--- src/common/thc_defines.svh ---
// Constants of the track/hold trigger host: offsets, fields, counter words, timing.
// Assumes inclusion by bare name from the package and the design modules.
`ifndef THC_DEFINES_SVH
`define THC_DEFINES_SVH

// Register byte offsets
`define THC_CTRL_OFS 5'h00
`define THC_CMD_OFS 5'h04
`define THC_STAT_OFS 5'h08
`define THC_CFGW_OFS 5'h0C
`define THC_HOLDW_OFS 5'h10

// Control register width and reset; dwell register reset
`define THC_CTRL_W 9
`define THC_CTRL_RST 9'h000
`define THC_HOLDW_RST 16'h0010

// Command register bits
`define THC_CMD_TRACK 0
`define THC_CMD_HOLD 1
`define THC_CMD_HIZ 2
`define THC_CMD_CFG 3
`define THC_CMD_MEAS 4

// Status bit cleared by writing one
`define THC_STAT_REFUSED 4

// Board flavours
`define THC_FLV_CMD16 2'h0
`define THC_FLV_LAB 2'h1
`define THC_FLV_LOWC 2'h2

// Counter bus ports
`define THC_PORT_CMD 2'h0
`define THC_PORT_DATA 2'h1
`define THC_PORT_MODE 2'h2

// Counter words
`define THC_W_SEL_MODE2 16'hFF02
`define THC_W_HIZ 16'h0004
`define THC_W_CLR_FLIP 16'hFFE2
`define THC_W_FLIP_MODE 16'h0002
`define THC_W_SET_FLIP 16'hFFEA
`define THC_W_LAB_TRACK 16'h0070
`define THC_W_LAB_HOLD 16'h0078
`define THC_W_LOWC_TRACK 16'h00B0
`define THC_W_LOWC_HOLD 16'h00B8

// Configuration word layout
`define THC_CFG_CH_LSB 20
`define THC_CFG_UU_LSB 12

// Timing
`define THC_CLK_MHZ 50
`define THC_SEL_NS 200
`define THC_SEL_CYC ((`THC_SEL_NS * `THC_CLK_MHZ + 999) / 1000)
`define THC_SER_DIV 4

`endif

--- src/common/thc_pkg.sv ---
// Types of the track/hold trigger host.
// Assumes thc_defines.svh on the include path.
`include "thc_defines.svh"
package thc_pkg;
    typedef enum logic [2:0] {
        ST_IDLE = 3'h0,
        ST_CFG = 3'h1,
        ST_CNT = 3'h3,
        ST_WAIT = 3'h2,
        ST_SEL = 3'h6
    } thc_state_t;

    typedef enum logic [1:0] {
        ACT_TRACK = 2'h0,
        ACT_HOLD = 2'h1,
        ACT_HIZ = 2'h2
    } thc_act_t;

    // One write to the acquisition board's counter
    typedef struct packed {
        logic vld;
        logic [1:0] port;
        logic [15:0] word;
    } thc_cnt_op_t;

    // Control register layout
    typedef struct packed {
        logic [1:0] user_option_bits;
        logic [2:0] channel_select_field;
        logic mux;
        logic edge_mode;
        logic [1:0] flavor;
    } thc_ctrl_t;
endpackage

--- src/hdl/thc_axil.sv ---
// AXI4-Lite slave front end: one write and one read at a time.
// Assumes the owner answers rd_data/rd_err combinationally from rd_addr.
`timescale 1ns/1ps
module thc_axil (
    input wire logic clk,
    input wire logic arst_n,
    input wire logic [4:0] awaddr,
    input wire logic awvalid,
    output logic awready,
    input wire logic [31:0] wdata,
    input wire logic [3:0] wstrb,
    input wire logic wvalid,
    output logic wready,
    output logic [1:0] bresp,
    output logic bvalid,
    input wire logic bready,
    input wire logic [4:0] araddr,
    input wire logic arvalid,
    output logic arready,
    output logic [31:0] rdata,
    output logic [1:0] rresp,
    output logic rvalid,
    input wire logic rready,
    output logic wr_en,
    output logic [4:0] wr_addr,
    output logic [31:0] wr_data,
    output logic [4:0] rd_addr,
    input wire logic [31:0] rd_data,
    input wire logic rd_err
);
    logic aw_got_reg;
    logic w_got_reg;
    logic [3:0] strb_reg;

    // Read decode follows the offered address
    assign rd_addr = araddr;

    // Address and data capture, either order; slots free again once the response is taken
    always_ff @(posedge clk or negedge arst_n) begin
        if (!arst_n) begin
            aw_got_reg <= 1'b0;
            w_got_reg <= 1'b0;
            awready <= 1'b1;
            wready <= 1'b1;
            wr_addr <= 5'h00;
            wr_data <= 32'h00000000;
            strb_reg <= 4'h0;
        end else if (bvalid && bready) begin
            aw_got_reg <= 1'b0;
            w_got_reg <= 1'b0;
            awready <= 1'b1;
            wready <= 1'b1;
        end else begin
            if (awvalid && awready) begin
                aw_got_reg <= 1'b1;
                awready <= 1'b0;
                wr_addr <= awaddr;
            end
            if (wvalid && wready) begin
                w_got_reg <= 1'b1;
                wready <= 1'b0;
                wr_data <= wdata;
                strb_reg <= wstrb;
            end
        end
    end

    // Write commit and response; partial strobes drop the write and answer SLVERR
    always_ff @(posedge clk or negedge arst_n) begin
        if (!arst_n) begin
            wr_en <= 1'b0;
            bvalid <= 1'b0;
            bresp <= 2'h0;
        end else begin
            wr_en <= 1'b0;
            if (aw_got_reg && w_got_reg && !bvalid && !wr_en) begin
                wr_en <= (strb_reg == 4'hF);
                bvalid <= 1'b1;
                bresp <= (strb_reg == 4'hF) ? 2'h0 : 2'h2;
            end else if (bvalid && bready) begin
                bvalid <= 1'b0;
            end
        end
    end

    // Read answer one cycle after the address is taken
    always_ff @(posedge clk or negedge arst_n) begin
        if (!arst_n) begin
            rvalid <= 1'b0;
            arready <= 1'b1;
            rdata <= 32'h00000000;
            rresp <= 2'h0;
        end else if (arvalid && arready) begin
            rvalid <= 1'b1;
            arready <= 1'b0;
            rdata <= rd_err ? 32'h00000000 : rd_data;
            rresp <= rd_err ? 2'h2 : 2'h0;
        end else if (rvalid && rready) begin
            rvalid <= 1'b0;
            arready <= 1'b1;
        end
    end
endmodule

--- src/hdl/thc_host.sv ---
// Host that drives the sample-freeze input of an eight-channel track/hold module:
// counter-word sequencer, trigger pin, module select and serial configuration.
// Assumes software on AXI4-Lite; TIMER_OUTPUT_PIN_I is an asynchronous readback of the pin.
//
// The AXI4-Lite interface to the registers and the placing of the registers were decided locally.
`timescale 1ns/1ps
`include "thc_defines.svh"
module thc_host #(
    parameter int SEL_CYC = `THC_SEL_CYC,
    parameter int SER_DIV = `THC_SER_DIV
) (
    input wire logic CLOCK,
    input wire logic ARST_N,
    input wire logic [4:0] S_AXI_AWADDR,
    input wire logic S_AXI_AWVALID,
    output logic S_AXI_AWREADY,
    input wire logic [31:0] S_AXI_WDATA,
    input wire logic [3:0] S_AXI_WSTRB,
    input wire logic S_AXI_WVALID,
    output logic S_AXI_WREADY,
    output logic [1:0] S_AXI_BRESP,
    output logic S_AXI_BVALID,
    input wire logic S_AXI_BREADY,
    input wire logic [4:0] S_AXI_ARADDR,
    input wire logic S_AXI_ARVALID,
    output logic S_AXI_ARREADY,
    output logic [31:0] S_AXI_RDATA,
    output logic [1:0] S_AXI_RRESP,
    output logic S_AXI_RVALID,
    input wire logic S_AXI_RREADY,
    output logic TIMER_OUTPUT_PIN_O,
    output logic TIMER_OUTPUT_PIN_OE,
    input wire logic TIMER_OUTPUT_PIN_I,
    output logic MOD_SEL_N,
    output logic SER_DATA,
    output logic SER_CLK,
    output logic SER_SEL,
    output logic [15:0] CNT_WORD,
    output logic [1:0] CNT_PORT,
    output logic CNT_WR,
    output logic SAMPLE_STB
);
    logic wr_en;
    logic [4:0] wr_addr;
    logic [31:0] wr_data;
    logic [4:0] rd_addr;
    logic [31:0] rd_data;
    logic rd_err;
    thc_pkg::thc_ctrl_t ctrl_reg;
    logic [15:0] hold_wait_reg;
    logic refused_reg;
    logic refused_next;
    logic flip_ready_reg;
    logic hold_reg;
    logic pin_meta_reg;
    logic pin_sync_reg;
    thc_pkg::thc_state_t state_reg;
    thc_pkg::thc_act_t act_reg;
    logic meas_reg;
    logic [1:0] step_reg;
    logic gap_reg;
    logic [31:0] cfg_word_reg;
    logic [5:0] bit_reg;
    logic phase_reg;
    logic [7:0] div_reg;
    logic [15:0] wait_reg;
    logic [15:0] sel_reg;
    logic cmd_wr;
    logic [4:0] cmd;
    logic cmd_ok;
    thc_pkg::thc_cnt_op_t op;

    // Counter writes for one action; vld low marks the end
    function automatic thc_pkg::thc_cnt_op_t seq_op(input logic [1:0] flv,
            input thc_pkg::thc_act_t act, input logic ready, input logic [1:0] idx);
        thc_pkg::thc_cnt_op_t r;
        r = '0;
        if (flv == `THC_FLV_CMD16) begin
            unique case (act)
                thc_pkg::ACT_HIZ: begin
                    if (idx == 2'h0) r = '{1'b1, `THC_PORT_CMD, `THC_W_SEL_MODE2};
                    if (idx == 2'h1) r = '{1'b1, `THC_PORT_DATA, `THC_W_HIZ};
                end
                // drive low; later tracks only clear the flip
                thc_pkg::ACT_TRACK: begin
                    if (idx == 2'h0) r = '{1'b1, `THC_PORT_CMD, `THC_W_CLR_FLIP};
                    if (idx == 2'h1 && !ready) r = '{1'b1, `THC_PORT_CMD, `THC_W_SEL_MODE2};
                    if (idx == 2'h2 && !ready) r = '{1'b1, `THC_PORT_DATA, `THC_W_FLIP_MODE};
                end
                thc_pkg::ACT_HOLD: begin
                    if (idx == 2'h0) r = '{1'b1, `THC_PORT_CMD, `THC_W_SET_FLIP};
                end
                default: r = '0;
            endcase
        end else if (idx == 2'h0 && act != thc_pkg::ACT_HIZ) begin
            if (flv == `THC_FLV_LAB) begin
                r = '{1'b1, `THC_PORT_MODE,
                      (act == thc_pkg::ACT_HOLD) ? `THC_W_LAB_HOLD : `THC_W_LAB_TRACK};
            end else begin
                r = '{1'b1, `THC_PORT_MODE,
                      (act == thc_pkg::ACT_HOLD) ? `THC_W_LOWC_HOLD : `THC_W_LOWC_TRACK};
            end
        end
        return r;
    endfunction

    // Whether an action is possible on this board in this state
    function automatic logic act_ok(input logic [1:0] flv,
            input thc_pkg::thc_act_t act, input logic ready);
        logic r;
        r = 1'b1;
        if (flv == `THC_FLV_LAB || flv == `THC_FLV_LOWC) r = (act != thc_pkg::ACT_HIZ);
        else if (flv == `THC_FLV_CMD16) r = (act != thc_pkg::ACT_HOLD) || ready;
        else r = 1'b0;
        return r;
    endfunction

    thc_axil u_axil (
        .clk(CLOCK),
        .arst_n(ARST_N),
        .awaddr(S_AXI_AWADDR),
        .awvalid(S_AXI_AWVALID),
        .awready(S_AXI_AWREADY),
        .wdata(S_AXI_WDATA),
        .wstrb(S_AXI_WSTRB),
        .wvalid(S_AXI_WVALID),
        .wready(S_AXI_WREADY),
        .bresp(S_AXI_BRESP),
        .bvalid(S_AXI_BVALID),
        .bready(S_AXI_BREADY),
        .araddr(S_AXI_ARADDR),
        .arvalid(S_AXI_ARVALID),
        .arready(S_AXI_ARREADY),
        .rdata(S_AXI_RDATA),
        .rresp(S_AXI_RRESP),
        .rvalid(S_AXI_RVALID),
        .rready(S_AXI_RREADY),
        .wr_en(wr_en),
        .wr_addr(wr_addr),
        .wr_data(wr_data),
        .rd_addr(rd_addr),
        .rd_data(rd_data),
        .rd_err(rd_err)
    );

    assign cmd_wr = wr_en && (wr_addr == `THC_CMD_OFS);
    assign cmd = wr_data[4:0];
    assign op = seq_op(ctrl_reg.flavor, act_reg, flip_ready_reg, step_reg);

    // Command acceptance: idle, one bit set, action possible
    always_comb begin
        cmd_ok = (state_reg == thc_pkg::ST_IDLE) && ($countones(cmd) == 1);
        if (cmd[`THC_CMD_TRACK]) begin
            cmd_ok = cmd_ok && act_ok(ctrl_reg.flavor, thc_pkg::ACT_TRACK, 1'b0);
        end
        if (cmd[`THC_CMD_HOLD] || cmd[`THC_CMD_MEAS]) begin
            cmd_ok = cmd_ok && act_ok(ctrl_reg.flavor, thc_pkg::ACT_HOLD, flip_ready_reg);
        end
        if (cmd[`THC_CMD_HIZ]) cmd_ok = cmd_ok && act_ok(ctrl_reg.flavor, thc_pkg::ACT_HIZ, 1'b0);
    end

    // Register read decode
    always_comb begin
        rd_data = 32'h00000000;
        rd_err = 1'b0;
        unique case (rd_addr)
            `THC_CTRL_OFS: rd_data = {23'h000000, ctrl_reg};
            `THC_CMD_OFS: rd_data = 32'h00000000;
            `THC_STAT_OFS: rd_data = {27'h0000000, refused_reg, pin_sync_reg, flip_ready_reg,
                                      hold_reg, state_reg != thc_pkg::ST_IDLE};
            `THC_CFGW_OFS: rd_data = cfg_word_reg;
            `THC_HOLDW_OFS: rd_data = {16'h0000, hold_wait_reg};
            default: rd_err = 1'b1;
        endcase
    end

    // Control and dwell registers, frozen while busy
    always_ff @(posedge CLOCK or negedge ARST_N) begin
        if (!ARST_N) begin
            ctrl_reg <= `THC_CTRL_RST;
            hold_wait_reg <= `THC_HOLDW_RST;
        end else if (wr_en && state_reg == thc_pkg::ST_IDLE) begin
            if (wr_addr == `THC_CTRL_OFS) ctrl_reg <= wr_data[`THC_CTRL_W-1:0];
            if (wr_addr == `THC_HOLDW_OFS) hold_wait_reg <= wr_data[15:0];
        end
    end

    // Refused flag: a new refusal wins over the clear
    always_comb begin
        refused_next = refused_reg;
        if (wr_en && wr_addr == `THC_STAT_OFS && wr_data[`THC_STAT_REFUSED]) refused_next = 1'b0;
        if (cmd_wr && !cmd_ok) refused_next = 1'b1;
    end

    always_ff @(posedge CLOCK or negedge ARST_N) begin
        if (!ARST_N) refused_reg <= 1'b0;
        else refused_reg <= refused_next;
    end

    // Pin readback synchroniser
    always_ff @(posedge CLOCK or negedge ARST_N) begin
        if (!ARST_N) begin
            pin_meta_reg <= 1'b0;
            pin_sync_reg <= 1'b0;
        end else begin
            pin_meta_reg <= TIMER_OUTPUT_PIN_I;
            pin_sync_reg <= pin_meta_reg;
        end
    end

    // Sequencer state machine
    always_ff @(posedge CLOCK or negedge ARST_N) begin
        if (!ARST_N) begin
            state_reg <= thc_pkg::ST_IDLE;
            act_reg <= thc_pkg::ACT_TRACK;
            meas_reg <= 1'b0;
            step_reg <= 2'h0;
            gap_reg <= 1'b0;
            wait_reg <= 16'h0000;
            sel_reg <= 16'h0000;
        end else begin
            unique case (state_reg)
                thc_pkg::ST_IDLE: begin
                    step_reg <= 2'h0;
                    gap_reg <= 1'b0;
                    if (cmd_wr && cmd_ok) begin
                        meas_reg <= cmd[`THC_CMD_MEAS];
                        if (cmd[`THC_CMD_CFG] || cmd[`THC_CMD_MEAS]) begin
                            state_reg <= thc_pkg::ST_CFG;
                        end else begin
                            state_reg <= thc_pkg::ST_CNT;
                            if (cmd[`THC_CMD_HOLD]) act_reg <= thc_pkg::ACT_HOLD;
                            else if (cmd[`THC_CMD_HIZ]) act_reg <= thc_pkg::ACT_HIZ;
                            else act_reg <= thc_pkg::ACT_TRACK;
                        end
                    end
                end
                thc_pkg::ST_CFG: begin
                    if (bit_reg == 6'd32) begin
                        state_reg <= meas_reg ? thc_pkg::ST_CNT : thc_pkg::ST_IDLE;
                        act_reg <= thc_pkg::ACT_HOLD;
                    end
                end
                thc_pkg::ST_CNT: begin
                    gap_reg <= ~gap_reg;
                    if (!gap_reg && op.vld) begin
                        step_reg <= step_reg + 2'h1;
                    end else if (!gap_reg) begin
                        step_reg <= 2'h0;
                        if (act_reg == thc_pkg::ACT_HOLD && meas_reg) begin
                            state_reg <= thc_pkg::ST_WAIT;
                            wait_reg <= 16'h0000;
                        end else if (act_reg == thc_pkg::ACT_TRACK && ctrl_reg.edge_mode) begin
                            // release edge hold before next edge
                            state_reg <= thc_pkg::ST_SEL;
                            sel_reg <= 16'h0000;
                        end else begin
                            state_reg <= thc_pkg::ST_IDLE;
                        end
                    end
                end
                thc_pkg::ST_WAIT: begin
                    // sample after the dwell, then track
                    wait_reg <= wait_reg + 16'h0001;
                    if (wait_reg >= hold_wait_reg) begin
                        state_reg <= thc_pkg::ST_CNT;
                        act_reg <= thc_pkg::ACT_TRACK;
                        meas_reg <= 1'b0;
                        gap_reg <= 1'b0;
                    end
                end
                thc_pkg::ST_SEL: begin
                    sel_reg <= sel_reg + 16'h0001;
                    if (sel_reg == 16'(SEL_CYC - 1)) state_reg <= thc_pkg::ST_IDLE;
                end
                default: state_reg <= thc_pkg::ST_IDLE;
            endcase
        end
    end

    // Counter bus writes and resulting pin state
    always_ff @(posedge CLOCK or negedge ARST_N) begin
        if (!ARST_N) begin
            CNT_WR <= 1'b0;
            CNT_WORD <= 16'h0000;
            CNT_PORT <= 2'h0;
            TIMER_OUTPUT_PIN_O <= 1'b0;
            TIMER_OUTPUT_PIN_OE <= 1'b0;
            flip_ready_reg <= 1'b0;
            hold_reg <= 1'b0;
        end else begin
            CNT_WR <= 1'b0;
            if (state_reg == thc_pkg::ST_CNT && !gap_reg && op.vld) begin
                CNT_WR <= 1'b1;
                CNT_WORD <= op.word;
                CNT_PORT <= op.port;
            end else if (state_reg == thc_pkg::ST_CNT && !gap_reg) begin
                // same pin levels serve either trigger mode
                TIMER_OUTPUT_PIN_OE <= (act_reg != thc_pkg::ACT_HIZ);
                TIMER_OUTPUT_PIN_O <= (act_reg == thc_pkg::ACT_HOLD);
                hold_reg <= (act_reg == thc_pkg::ACT_HOLD);
                flip_ready_reg <= (act_reg != thc_pkg::ACT_HIZ);
            end
        end
    end

    // Sample strobe at the end of the dwell
    always_ff @(posedge CLOCK or negedge ARST_N) begin
        if (!ARST_N) SAMPLE_STB <= 1'b0;
        else SAMPLE_STB <= (state_reg == thc_pkg::ST_WAIT) && (wait_reg >= hold_wait_reg);
    end

    // Module select pulse, low while releasing
    always_ff @(posedge CLOCK or negedge ARST_N) begin
        if (!ARST_N) MOD_SEL_N <= 1'b1;
        else MOD_SEL_N <= (state_reg != thc_pkg::ST_SEL);
    end

    // Serial configuration shifter, MSB first, clock idle high
    always_ff @(posedge CLOCK or negedge ARST_N) begin
        if (!ARST_N) begin
            cfg_word_reg <= 32'h00000000;
            bit_reg <= 6'd0;
            phase_reg <= 1'b0;
            div_reg <= 8'h00;
            SER_DATA <= 1'b0;
            SER_CLK <= 1'b1;
            SER_SEL <= 1'b0;
        end else if (state_reg == thc_pkg::ST_IDLE) begin
            bit_reg <= 6'd0;
            phase_reg <= 1'b0;
            div_reg <= 8'h00;
            SER_SEL <= 1'b0;
            SER_CLK <= 1'b1;
            if (cmd_wr && cmd_ok && (cmd[`THC_CMD_CFG] || cmd[`THC_CMD_MEAS])) begin
                // parallel word is zero, mux adds channel
                cfg_word_reg <= 32'h00000000;
                if (ctrl_reg.mux) begin
                    cfg_word_reg[`THC_CFG_CH_LSB +: 3] <= ctrl_reg.channel_select_field;
                end
                cfg_word_reg[`THC_CFG_UU_LSB +: 2] <= ctrl_reg.user_option_bits;
                SER_SEL <= 1'b1;
            end
        end else if (state_reg == thc_pkg::ST_CFG) begin
            div_reg <= div_reg + 8'h01;
            if (div_reg == 8'(SER_DIV - 1) && bit_reg != 6'd32) begin
                div_reg <= 8'h00;
                phase_reg <= ~phase_reg;
                if (!phase_reg) begin
                    SER_CLK <= 1'b0;
                    SER_DATA <= cfg_word_reg[5'd31 - bit_reg[4:0]];
                end else begin
                    SER_CLK <= 1'b1;
                    bit_reg <= bit_reg + 6'd1;
                end
            end
            // Falling select latches the word
            if (bit_reg == 6'd32) SER_SEL <= 1'b0;
        end
    end
endmodule

--- config.mk ---
export PLATFORM = sky130hd
export DESIGN_NAME = thc_host
export DESIGN_NICKNAME = d
export VERILOG_FILES = /design/src/common/thc_pkg.sv /design/src/hdl/thc_axil.sv /design/src/hdl/thc_host.sv
export VERILOG_INCLUDE_DIRS = /design/src /design/src/common
export SDC_FILE = /design/constraint.sdc
export NUM_CORES = 1
export LEC_CHECK = 0
export BUFFER_PORTS_ARGS = -buffer_cell sky130_fd_sc_hd__buf_4
export CELL_PAD_IN_SITES_DETAIL_PLACEMENT = 1
export CELL_PAD_IN_SITES_GLOBAL_PLACEMENT = 2
export CORE_MARGIN = 2
export CORE_UTILIZATION = 30
export DETAILED_ROUTE_END_ITERATION = 6
export HOLD_SLACK_MARGIN = 0.1
export PLACE_DENSITY = 0.65
export SLEW_MARGIN = 10
export SYNTH_ARGS = -nofsm -noshare
export SYNTH_HDL_FRONTEND = slang
export SYNTH_SLANG_ARGS = --single-unit
--- constraint.sdc ---
create_clock -name CLOCK -period 3.65 [get_ports CLOCK]
set_input_delay 0.5475 -clock CLOCK [delete_from_list [all_inputs] [get_ports CLOCK]]
set_output_delay 0.5475 -clock CLOCK [all_outputs]
set_load 0.1 [all_outputs]
==> metrics.md, run 1 <==
| Metric | Value |
|---|---|
| Netlist cell types | 79 |
| CP max FO | 5 |
| Avg Cell Area, Syn | 10.1 um^2 |
| P&R area growth vs syn | 19.4% |
| HPWL after detailed placement | 16300 um |
| # IOs | 121 |
| Routed WL | 22100 um |
| TritonCTS clock tree | built |
| Clock latency on the worst-skew pair | 0.44 ns |
| Post-synthesis mux area share | 8.10% |
| Max layer used | met4 |
| Via count | 6247 |
| Static Leakage | 4.46 nW |
| Sequential share of power | 40.7% |
| Cts hold-fix bufs | 0 |
| Fin. Hold Viols | 0 |
| Reg2Reg Setup Slack | 0.24 ns |
| Share of power burned in the clock network | 34.3% |
| DP Worst Slack | 0.273 ns |
| Logic pwr share | 25.0% |
| Sw frac | 35.3% |
| CP cell instances | inv_1, fa_1, fa_1, inv_1, ha_1, or3_1, nor3_1, o211ai_1, nor3_1, mux2_1 |
| Critical path data required time | 3.96 ns |
| Final instance area | 0.00985 mm^2 |
| WL/cell | 17.5 um |
| Reg clk slew, reported paths | 0.07 ns |
| WP buf/inv | 2 |
| Crit start category | flip-flop |
| Unrepaired setup endpoints after global routing | no |
| Met2 routed wirelength | 10500 um |
| R2R cell count | 10 |
| DR WL met3 | 531 um |
| Max reg flops | 19 |
| Largest family of logic cells by synthesized area | simple AND/OR/NAND/NOR gates |
| Post-Syn Instances | 818 |
| Buffers added on ports | 88 |
| Worst-case headroom to the max-slew limit | 31.8% |
| Vias in the first global route | 6499 |
| Final ANT Viol Nets | 0 |
| GPL Wtd Cong | 0.759 |
| DP Area | 0.00925 mm^2 |
| Fillers | 3047 |
| Nets | 996 |
| Setup ws final | 0.237 ns |
| Synth Area in Adders | 5.19% |
| Post-CTS Setup Bufs | 0 |
| Max Slew Vio Count | 0 |
| P_int | 3.47 mW |
| Arr. time, crit path | 3.72 ns |
| H-tree depth | 4 |
| Ant diodes | 0 |
| Metal-1 WL | 10900 um |
| Die footprint | 0.0288 mm^2 |
| Net Switching | 1.89 mW |
| XOR/XNOR share of the synthesized area | 1.70% |
| First-pass GRT wire length | 36100 um |
| Clock Sinks | 160 |
| Root Driver | clkbuf_16 |
| Setup_tns | 0 ns |
| Tcrit/Tclk final | 93.5% |
| Yosys reg bits | 160 |
| Core ar. | 0.0270 mm^2 |
| Hold Path Class | input pin to asynchronous set/reset pin |
| Clock skew | 0.0136 ns |
| Critical path's top delay family | adder cells |
| Max frequency | 293 MHz |
| Grt total ovfl | 0 |
| Drt drc | 0 |
| GRT Total Usage | 16.1% |
| Commonest non-fill, non-tap cell in the layout | dfrtp_1 |
| Outcome | finished, final reports clean |
| EDFF count, synth | 0 |
| Post_cts resized | 0 |
| Post-Synthesis Cell Area | 0.00825 mm^2 |
| Hold_ws | 0.112 ns |
| Number of max-cap violations | 0 |
| Reg with most FFs | u_axil.rdata |
| Ratio of cells with drive above 1 in the final layout | 22.2% |
| Cell Rows | 60 |
| Die Y | 170 um |
| Levels on crit path | 10 |
| Final Setup Violations | 0 |
| PnR Total Power | 5.36 mW |
| Most frequent cells in the layout | 154 x dfrtp_1, 102 x buf_4, 101 x nand2_1 |
| Crit path kind | flip-flop to flip-flop |
| Main synth FF type | dfrtp_1 |
| FFs w/ async S/R, synth | 100% |
| Worst VDD drop | 0.347 mV |
| Initial Util | 30.6% |
| Post-Synth Simple-Gate Area | 16.1% |
| Ys Warns | 0 |
| Die width | 170 um |
| Post-synthesis sequential area ratio | 48.6% |
| Clk buf depth | 2 |
| Crit. End Element | flip-flop |
| Min cycle time layout | 3.41 ns |
| Initial antenna violation count | 0 |
| Tightest Pin Transition | 1.02 ns |
| Largest net degree at the start of global routing | 69 |
| PwrDens | 544 mW/mm^2 |
| Iteration-0 DRC Markers | 261 |
| Via density | 4.95 |
| Max incr delay on CP | 0.47 ns |
| Crit-path slowest cell | fa_1 |
| CTS Buf Count | 17 |
| Synth Area in Compound Gates | 14.2% |
| Drt first pass iters | 4 |
through the flow:
step,util [%],instances
6_report,36.5,1263
5_1_grt,36.5,1263
4_1_cts,36.5,1263
3_5_place_dp,34.3,1231
3_3_place_gp,34.3,1231
2_1_floorplan,-,833
power groups by stage:
stage	Sequential [mW]	Combinational, mW	Clock, mW
final	2.18	1.34	1.84
after global routing	2.22	1.46	1.97
after CTS	2.18	1.36	1.90
after detailed placement	2.22	1.36	0
after global placement	2.21	1.34	0
after floorplan	2.37	0.762	0
synthesized netlist by cell type, types with 4 or more instances:
library cell	n	area share (%)
o31ai_1	12	1.1
a211oi_1	4	0.36
o21ai_0	64	3.9
xnor2_1	10	1.1
nor2_1	54	2.5
or3_1	6	0.45
a31oi_1	10	0.76
xor2_1	6	0.64
nand4_1	17	1.3
ha_1	31	4.7
and3_1	9	0.68
clkbuf_1	12	0.55
nand3_1	26	1.6
mux2_1	6	0.82
dfstp_2	6	1.9
nand2b_1	7	0.53
a2111oi_1	5	0.61
dfrtp_1	154	47
mux2_2	40	5.5
buf_4	26	2.4
inv_1	54	2.5
a21o_1	8	0.73
nor4_1	11	0.83
a22o_1	8	0.85
mux2i_1	15	1.8
nor3_1	10	0.61
nand2_1	101	4.6
a21oi_1	33	2.0
buf_2	7	0.42
worst register-to-register path: cells and delay by family, from the launching register on:
family          cells  cell delay, ns
flops               1            0.39
fa+ha+maj           3            1.07
mux                 1            0.37
compound gates      1            0.28
simple gates        3            0.96
buf+inv             2            0.24
cell families after synthesis:
kind of cell	Yosys count
other cells	1
mux	61
compound gates	174
simple gates	270
fa+ha+maj	33
flops	160
xor+xnor	16
buf+inv	103
per-layer routing:
layer	track usage, %	up-vias
met5	0	-
met4	3.90	0
met2	26.5	64
met1	21.9	3127
li1	-	3038
met3	2.98	18
cell type report:
class,count,area (um^2),share of cell area [%]
flip-flops and latches,160,4010,40.7
multi-input cells,570,3800,38.6
inverters,56,210,2.13
repair buffers,104,797,8.09
well taps,341,427,4.33
clock inverters,14,173,1.75
clock buffers,18,429,4.36
path summary, 6_finish.rpt:
check | start | to
min in group CLOCK | TIMER_OUTPUT_PIN_I | pin_meta_reg
worst min register to register | pin_meta_reg | pin_sync_reg
max in group asynchronous | ARST_N | MOD_SEL_N
worst min-delay path | ARST_N | u_axil.aw_got_reg
worst max register to register | u_axil.wr_data[1] | act_reg[1]
worst max-delay path | u_axil.wr_data[1] | act_reg[1]
Power figures use the tool's default switching activity.
==> run 2: changes to the inputs <==
Settings changed: CORE_ASPECT_RATIO set to 1.2, CORE_MARGIN 2 to 4, SETUP_SLACK_MARGIN set to 0.3.
==> run 2 against run 1 <==
Against the previous run:
- global-route usage down 0.61 points
- clock power is 5% higher
- sequential share of layout area shrank 0.26 points
- via count is 0.14% lower
- flip-flop and latch count did not move
- first-iteration DRC count fell by 5.7%
- highest routed layer unchanged
- total power up 2.2%
- core utilization barely moved
- non-clock buffer count rose by 3
- register-to-register slack improved by 0.23 ns
==> metrics.md, run 2 (synthesis gave the netlist of run 1 again) <==
| Metric | Value |
|---|---|
| Outcome | finished, final reports clean |
| DP Area | 0.00925 mm^2 (about the same) |
| Arr. time, crit path | 3.50 ns (-0.22 ns) |
| Crit start category | flip-flop |
| Clock latency on the worst-skew pair | 0.44 ns (about the same) |
| Tcrit/Tclk final | 87.2% (-6.3 points) |
| Max reg flops | 19 (unchanged) |
| Die width | 159 um (-6.2%) |
| FF-to-FF End | state_reg[0] |
| Vias in the first global route | 6702 (+3.1%) |
| First-pass GRT wire length | 37400 um (+3.7%) |
| Crit path kind | flip-flop to flip-flop |
| Worst VDD drop | 0.231 mV (-33%) |
| Iteration-0 DRC Markers | 246 (-5.7%) |
| Reg with most FFs | u_axil.rdata |
| PwrDens | 553 mW/mm^2 (+1.6%) |
| Clock skew | 0.0139 ns (+0.000294 ns) |
| Max frequency | 314 MHz (+7.3%) |
| Cell Rows | 66 (+10%) |
| Root Driver | clkbuf_16 |
| Final ANT Viol Nets | 0 (unchanged) |
| GPL Wtd Cong | 0.745 (-1.8%) |
| GRT Total Usage | 15.5% (-0.61 points) |
| Setup ws final | 0.468 ns (+0.231 ns) |
| Clk buf depth | 2 (unchanged) |
| Crit. End Element | flip-flop |
| Die Y | 190 um (+12%) |
| # IOs | 121 (unchanged) |
| Max Slew Vio Count | 0 (unchanged) |
| Commonest non-fill, non-tap cell in the layout | dfrtp_1 |
| Unrepaired setup endpoints after global routing | no |
| DP Worst Slack | 0.289 ns (+0.0160 ns) |
| Setup_tns | 0 ns (unchanged) |
| Fillers | 3068 (+0.69%) |
| P&R area growth vs syn | 20.1% |
| Critical Path Start | u_axil.wr_data[0] |
| Fin util | 36.6% (+0.049 points) |
| Worst-case headroom to the max-slew limit | 29.0% (-2.8 points) |
| WL/cell | 17.6 um (+0.66%) |
| CTS Buf Count | 17 (unchanged) |
| Core ar. | 0.0271 mm^2 (+0.50%) |
| Reg2Reg Setup Slack | 0.47 ns (+0.23 ns) |
| CP max FO | 4 (-1) |
| Most frequent cells in the layout | 154 x dfrtp_1, 105 x buf_4, 101 x nand2_1 |
| Critical Path Sink | state_reg[0] |
| Drt drc | 0 (unchanged) |
| Critical path data required time | 3.96 ns (about the same) |
| HPWL after detailed placement | 16700 um (+2.3%) |
| Buffers added on ports | 88 (unchanged) |
| Final Setup Violations | 0 (unchanged) |
| Largest net degree at the start of global routing | 76 (+10%) |
| Via density | 4.93 (-0.30%) |
| Ant diodes | 0 (unchanged) |
| Ratio of cells with drive above 1 in the final layout | 22.7% (+0.47 points) |
| Min cycle time layout | 3.18 ns (-0.231 ns) |
| Initial Util | 30.5% (-0.15 points) |
| Grt total ovfl | 0 (unchanged) |
| Final instance area | 0.00991 mm^2 (+0.64%) |
| FF-to-FF Start | u_axil.wr_data[0] |
| Clock Sinks | 160 (unchanged) |
| Via count | 6238 (-0.14%) |
| R2R cell count | 10 (unchanged) |
| Nets | 999 (+0.30%) |
| Reg clk slew, reported paths | 0.06 ns (about the same) |
| Static Leakage | 4.50 nW (+0.91%) |
| Drt first pass iters | 4 (unchanged) |
| Fin. Hold Viols | 0 (unchanged) |
| Cts hold-fix bufs | 0 (unchanged) |
| Tightest Pin Transition | 1.06 ns (+0.0376 ns) |
| Routed WL | 22300 um (+0.82%) |
| H-tree depth | 4 (unchanged) |
| TritonCTS clock tree | built |
| Initial antenna violation count | 0 (unchanged) |
| Number of max-cap violations | 0 (unchanged) |
| Die footprint | 0.0302 mm^2 (+4.8%) |
| Hold Path Class | input pin to asynchronous set/reset pin |
## run 2: cell count changes in the layout (fill, tap and decap cells not counted)
| cell | before | now |
|---|---|---|
| clkbuf_8 | 0 | 2 |
| bufinv_16 | 2 | 3 |
| clkinv_2 | 0 | 1 |
| inv_8 | 1 | 2 |
| nor3_1 | 10 | 8 |
| nor3_2 | 0 | 1 |
| buf_4 | 102 | 105 |
| clkinv_8 | 1 | 0 |
| clkinv_4 | 3 | 1 |
| clkinvlp_4 | 2 | 0 |
| nor3_4 | 1 | 2 |
## run 2: cell type report
class                           count  area [um^2]  area share [%]
Sequential cell                   160         4010            40.5
Multi-Input combinational cell    570         3820            38.5
Timing Repair Buffer              107          820            8.27
Clock buffer                       20          457            4.61
Tap cell                          340          425            4.29
Inverter                           56          210            2.12
Clock inverter                     12          170            1.72
## run 2: what timing repair did
action,4_1_cts,5_1_grt
pin swaps,0,3
buffers inserted,0,2
setup endpoints to repair,2,5
resized for setup,1,2
## run 2: worst min-delay path by stage
stage,endpoint,cells after the start
after floorplan,CNT_PORT[0],0
after global placement,pin_sync_reg,0
after detailed placement,pin_sync_reg,0
after CTS,SER_SEL,1
after global routing,pin_meta_reg,1
final,CNT_WORD[7],1
## run 2: worst max-delay path, stage by stage (launching register included)
cell	delay, ns
dfrtp_1	0.38
inv_1	0.10
fa_1	0.49
fa_1	0.37
inv_1	0.06
ha_1	0.22
or3_1	0.42
nor3_4	0.17
o211ai_1	0.25
or2_1	0.30
mux2_1	0.31
## run 2: report_power, final
part | leakage (nW) | switching (mW) | total, mW | internal (mW)
Sequential | 2.15 | 0.182 | 2.18 | 2.00
Clock | 0.310 | 0.802 | 1.94 | 1.13
Combinational | 2.05 | 0.923 | 1.36 | 0.440
Total | 4.50 | 1.91 | 5.48 | 3.57
## run 2: per-stage QoR
step                      hold WS, ns  std cells  total power [mW]
after global routing            0.188       1265              5.80
after floorplan                 0.252        833              3.13
after global placement          0.344       1231              3.54
after CTS                       0.185       1263              5.56
final                           0.157       1265              5.48
after detailed placement        0.338       1231              3.57
## run 2: per-layer routing
layer	vias up	global-route usage, %	wire [um]
met5	-	0	0
met1	3116	19.6	10200
met4	0	3.94	257
met3	17	2.95	480
li1	3032	-	-
met2	73	27.2	11400
==> run 3: changes to the inputs <==
Settings changed: BUFFER_PORTS_ARGS -buffer_cell sky130_fd_sc_hd__buf_4 to -buffer_cell sky130_fd_sc_hd__buf_2, CTS_BUF_LIST set to sky130_fd_sc_hd__clkbuf_8.
==> run 3 against run 2 <==
Against the previous run:
- core utilization shrank 1.7 points
- combinational power is essentially flat
- sequential share of layout area grew 2.0 points
- count of clock-buffer cells in the layout grew 2
- cell area shrank 4.8%
- total power shrank 13%
==> metrics.md, run 3 (synthesis gave the netlist of run 1 again) <==
| Metric | Value |
|---|---|
| Critical path data required time | 3.99 ns (+0.03 ns) |
| Grt met1 use | 18.8% (-0.87 points) |
| WL/cell | 17.4 um (-1.4%) |
| Nets | 1001 (+0.20%) |
| Tightest Pin Transition | 0.912 ns (-0.145 ns) |
| Via density | 4.94 (+0.27%) |
| Min cycle time layout | 3.18 ns (-0.00497 ns) |
| Initial Util | 30.5% (unchanged) |
| FF-to-FF Start | u_axil.wr_data[0] |
| Outcome | finished, final reports clean |
| Most frequent cells in the layout | 154 x dfrtp_1, 101 x nand2_1, 87 x buf_2 |
| Drt drc | 0 (unchanged) |
| Clock latency on the worst-skew pair | 0.46 ns (+0.02 ns) |
| Clock Sinks | 160 (unchanged) |
| First-pass GRT wire length | 36300 um (-2.9%) |
| Tcrit/Tclk final | 87.0% (-0.14 points) |
| Cts hold-fix bufs | 0 (unchanged) |
| Largest net degree at the start of global routing | 75 (-1.3%) |
| Fin util | 34.9% (-1.7 points) |
| H-tree depth | 4 (unchanged) |
| Via count | 6265 (+0.43%) |
| Max Slew Vio Count | 0 (unchanged) |
| Final ANT Viol Nets | 0 (unchanged) |
| Critical Path Start | u_axil.wr_data[0] |
| HPWL after detailed placement | 16600 um (-0.39%) |
| Grt total ovfl | 0 (unchanged) |
| Root Driver | clkbuf_8 |
| Reg clk slew, reported paths | 0.08 ns (+0.02 ns) |
| Static Leakage | 4.36 nW (-3.2%) |
| Non-filler cells, final | 1267 (+0.16%) |
| Clock skew | 0.0151 ns (+0.00120 ns) |
| GPL Wtd Cong | 0.752 (+0.90%) |
| Arr. time, crit path | 3.51 ns (about the same) |
| Max reg flops | 19 (unchanged) |
| DP Area | 0.00905 mm^2 (-2.2%) |
| Setup_tns | 0 ns (unchanged) |
| Hold_ws | 0.0868 ns (-0.0700 ns) |
| Met3 usage | 2.84% (-0.11 points) |
| Iteration-0 DRC Markers | 247 (+0.41%) |
| GRT busiest layer | met2 |
| Routed WL | 22000 um (-1.3%) |
| TritonCTS clock tree | built |
| Cell Rows | 66 (unchanged) |
| Crit. End Element | flip-flop |
| Buffers added on ports | 88 (unchanged) |
| PnR Total Power | 4.76 mW (-13%) |
| Initial antenna violation count | 0 (unchanged) |
| Number of max-cap violations | 0 (unchanged) |
| Final instance area | 0.00944 mm^2 (-4.8%) |
| Die footprint | 0.0302 mm^2 (unchanged) |
| Inst Count DP | 1234 (+0.24%) |
| Worst VDD drop | 0.187 mV (-19%) |
| GRT Total Usage | 15.0% (-0.47 points) |
| CP max FO | 4 (unchanged) |
| Vias in the first global route | 6653 (-0.73%) |
| Fin. Hold Viols | 0 (unchanged) |
| Unrepaired setup endpoints after global routing | no |
| Commonest non-fill, non-tap cell in the layout | dfrtp_1 |
| Die width | 159 um (unchanged) |
| Met2 Track Usage GR | 26.5% (-0.66 points) |
| DP Worst Slack | 0.326 ns (+0.0370 ns) |
| # IOs | 121 (unchanged) |
| Reg with most FFs | u_axil.rdata |
| Ant diodes | 0 (unchanged) |
| Crit start category | flip-flop |
| PwrDens | 504 mW/mm^2 (-8.8%) |
| Max frequency | 315 MHz (+0.16%) |
| Worst-case headroom to the max-slew limit | 38.7% (+9.7 points) |
| CTS Buf Count | 17 (unchanged) |
| Die Y | 190 um (unchanged) |
| Ratio of cells with drive above 1 in the final layout | 23.0% (+0.27 points) |
| Core ar. | 0.0271 mm^2 (unchanged) |
| Crit path kind | flip-flop to flip-flop |
| Hold Path Class | input pin to asynchronous set/reset pin |
| Drt first pass iters | 4 (unchanged) |
| Setup ws final | 0.473 ns (+0.00496 ns) |
| P&R area growth vs syn | 14.4% |
| Clk buf depth | 2 (unchanged) |
| Final Setup Violations | 0 (unchanged) |
==> run 3: cell count changes in the layout (fill, tap and decap cells not counted), sizes merged <==
cell / before / now
bufinv: 3 / 0
clkinv: 3 / 6
clkinvlp: 0 / 2
clkbuf: 20 / 22
buf: 107 / 109
inv: 62 / 58
==> run 3: final cells by class <==
class / count / area [um^2]
clock inverters: 10 / 73.8
multi-input cells: 570 / 3810
fillers: 3112 / 17600
repair buffers: 109 / 604
flip-flops and latches: 160 / 4010
clock buffers: 22 / 303
well taps: 340 / 425
inverters: 56 / 210
==> run 3: metal layers <==
metal | up-vias | routed length, um
met5 | - | 0
met1 | 3131 | 9900
li1 | 3035 | -
met3 | 16 | 533
met4 | 0 | 311
met2 | 83 | 11300
==> run 3: power by group <==
group / internal, mW / total (mW) / switching (mW) / leakage [nW]
clock network: 0.567 / 1.27 / 0.702 / 0.192
logic: 0.408 / 1.33 / 0.919 / 2.02
registers: 2.00 / 2.17 / 0.168 / 2.15
==> run 3: worst max-delay path, cell delays in order, from the launching register on <==
cell	delay (ns)
dfrtp_1	0.37
inv_1	0.10
fa_1	0.50
fa_1	0.37
inv_1	0.06
ha_1	0.21
or3_1	0.38
nor3_2	0.20
o211ai_1	0.26
or2_1	0.30
mux2_1	0.31
==> run 3: worst paths after layout <==
check | endpoint | slack [ns] | cells past startpoint
max | state_reg[0] | 0.47 | 10
min | CNT_WORD[7] | 0.09 | 1
max reg2reg | state_reg[0] | 0.47 | 10
min reg2reg | pin_sync_reg | 0.38 | 0
max in group asynchronous | u_axil.arready | 2.69 | 2
min in group CLOCK | pin_meta_reg | 0.19 | 1
==> run 3: what timing repair did <==
item	in CTS	in global routing
resized for setup	1	1
pin swaps	0	2
gates cloned	0	0
setup endpoints to repair	1	5
buffers inserted	0	1
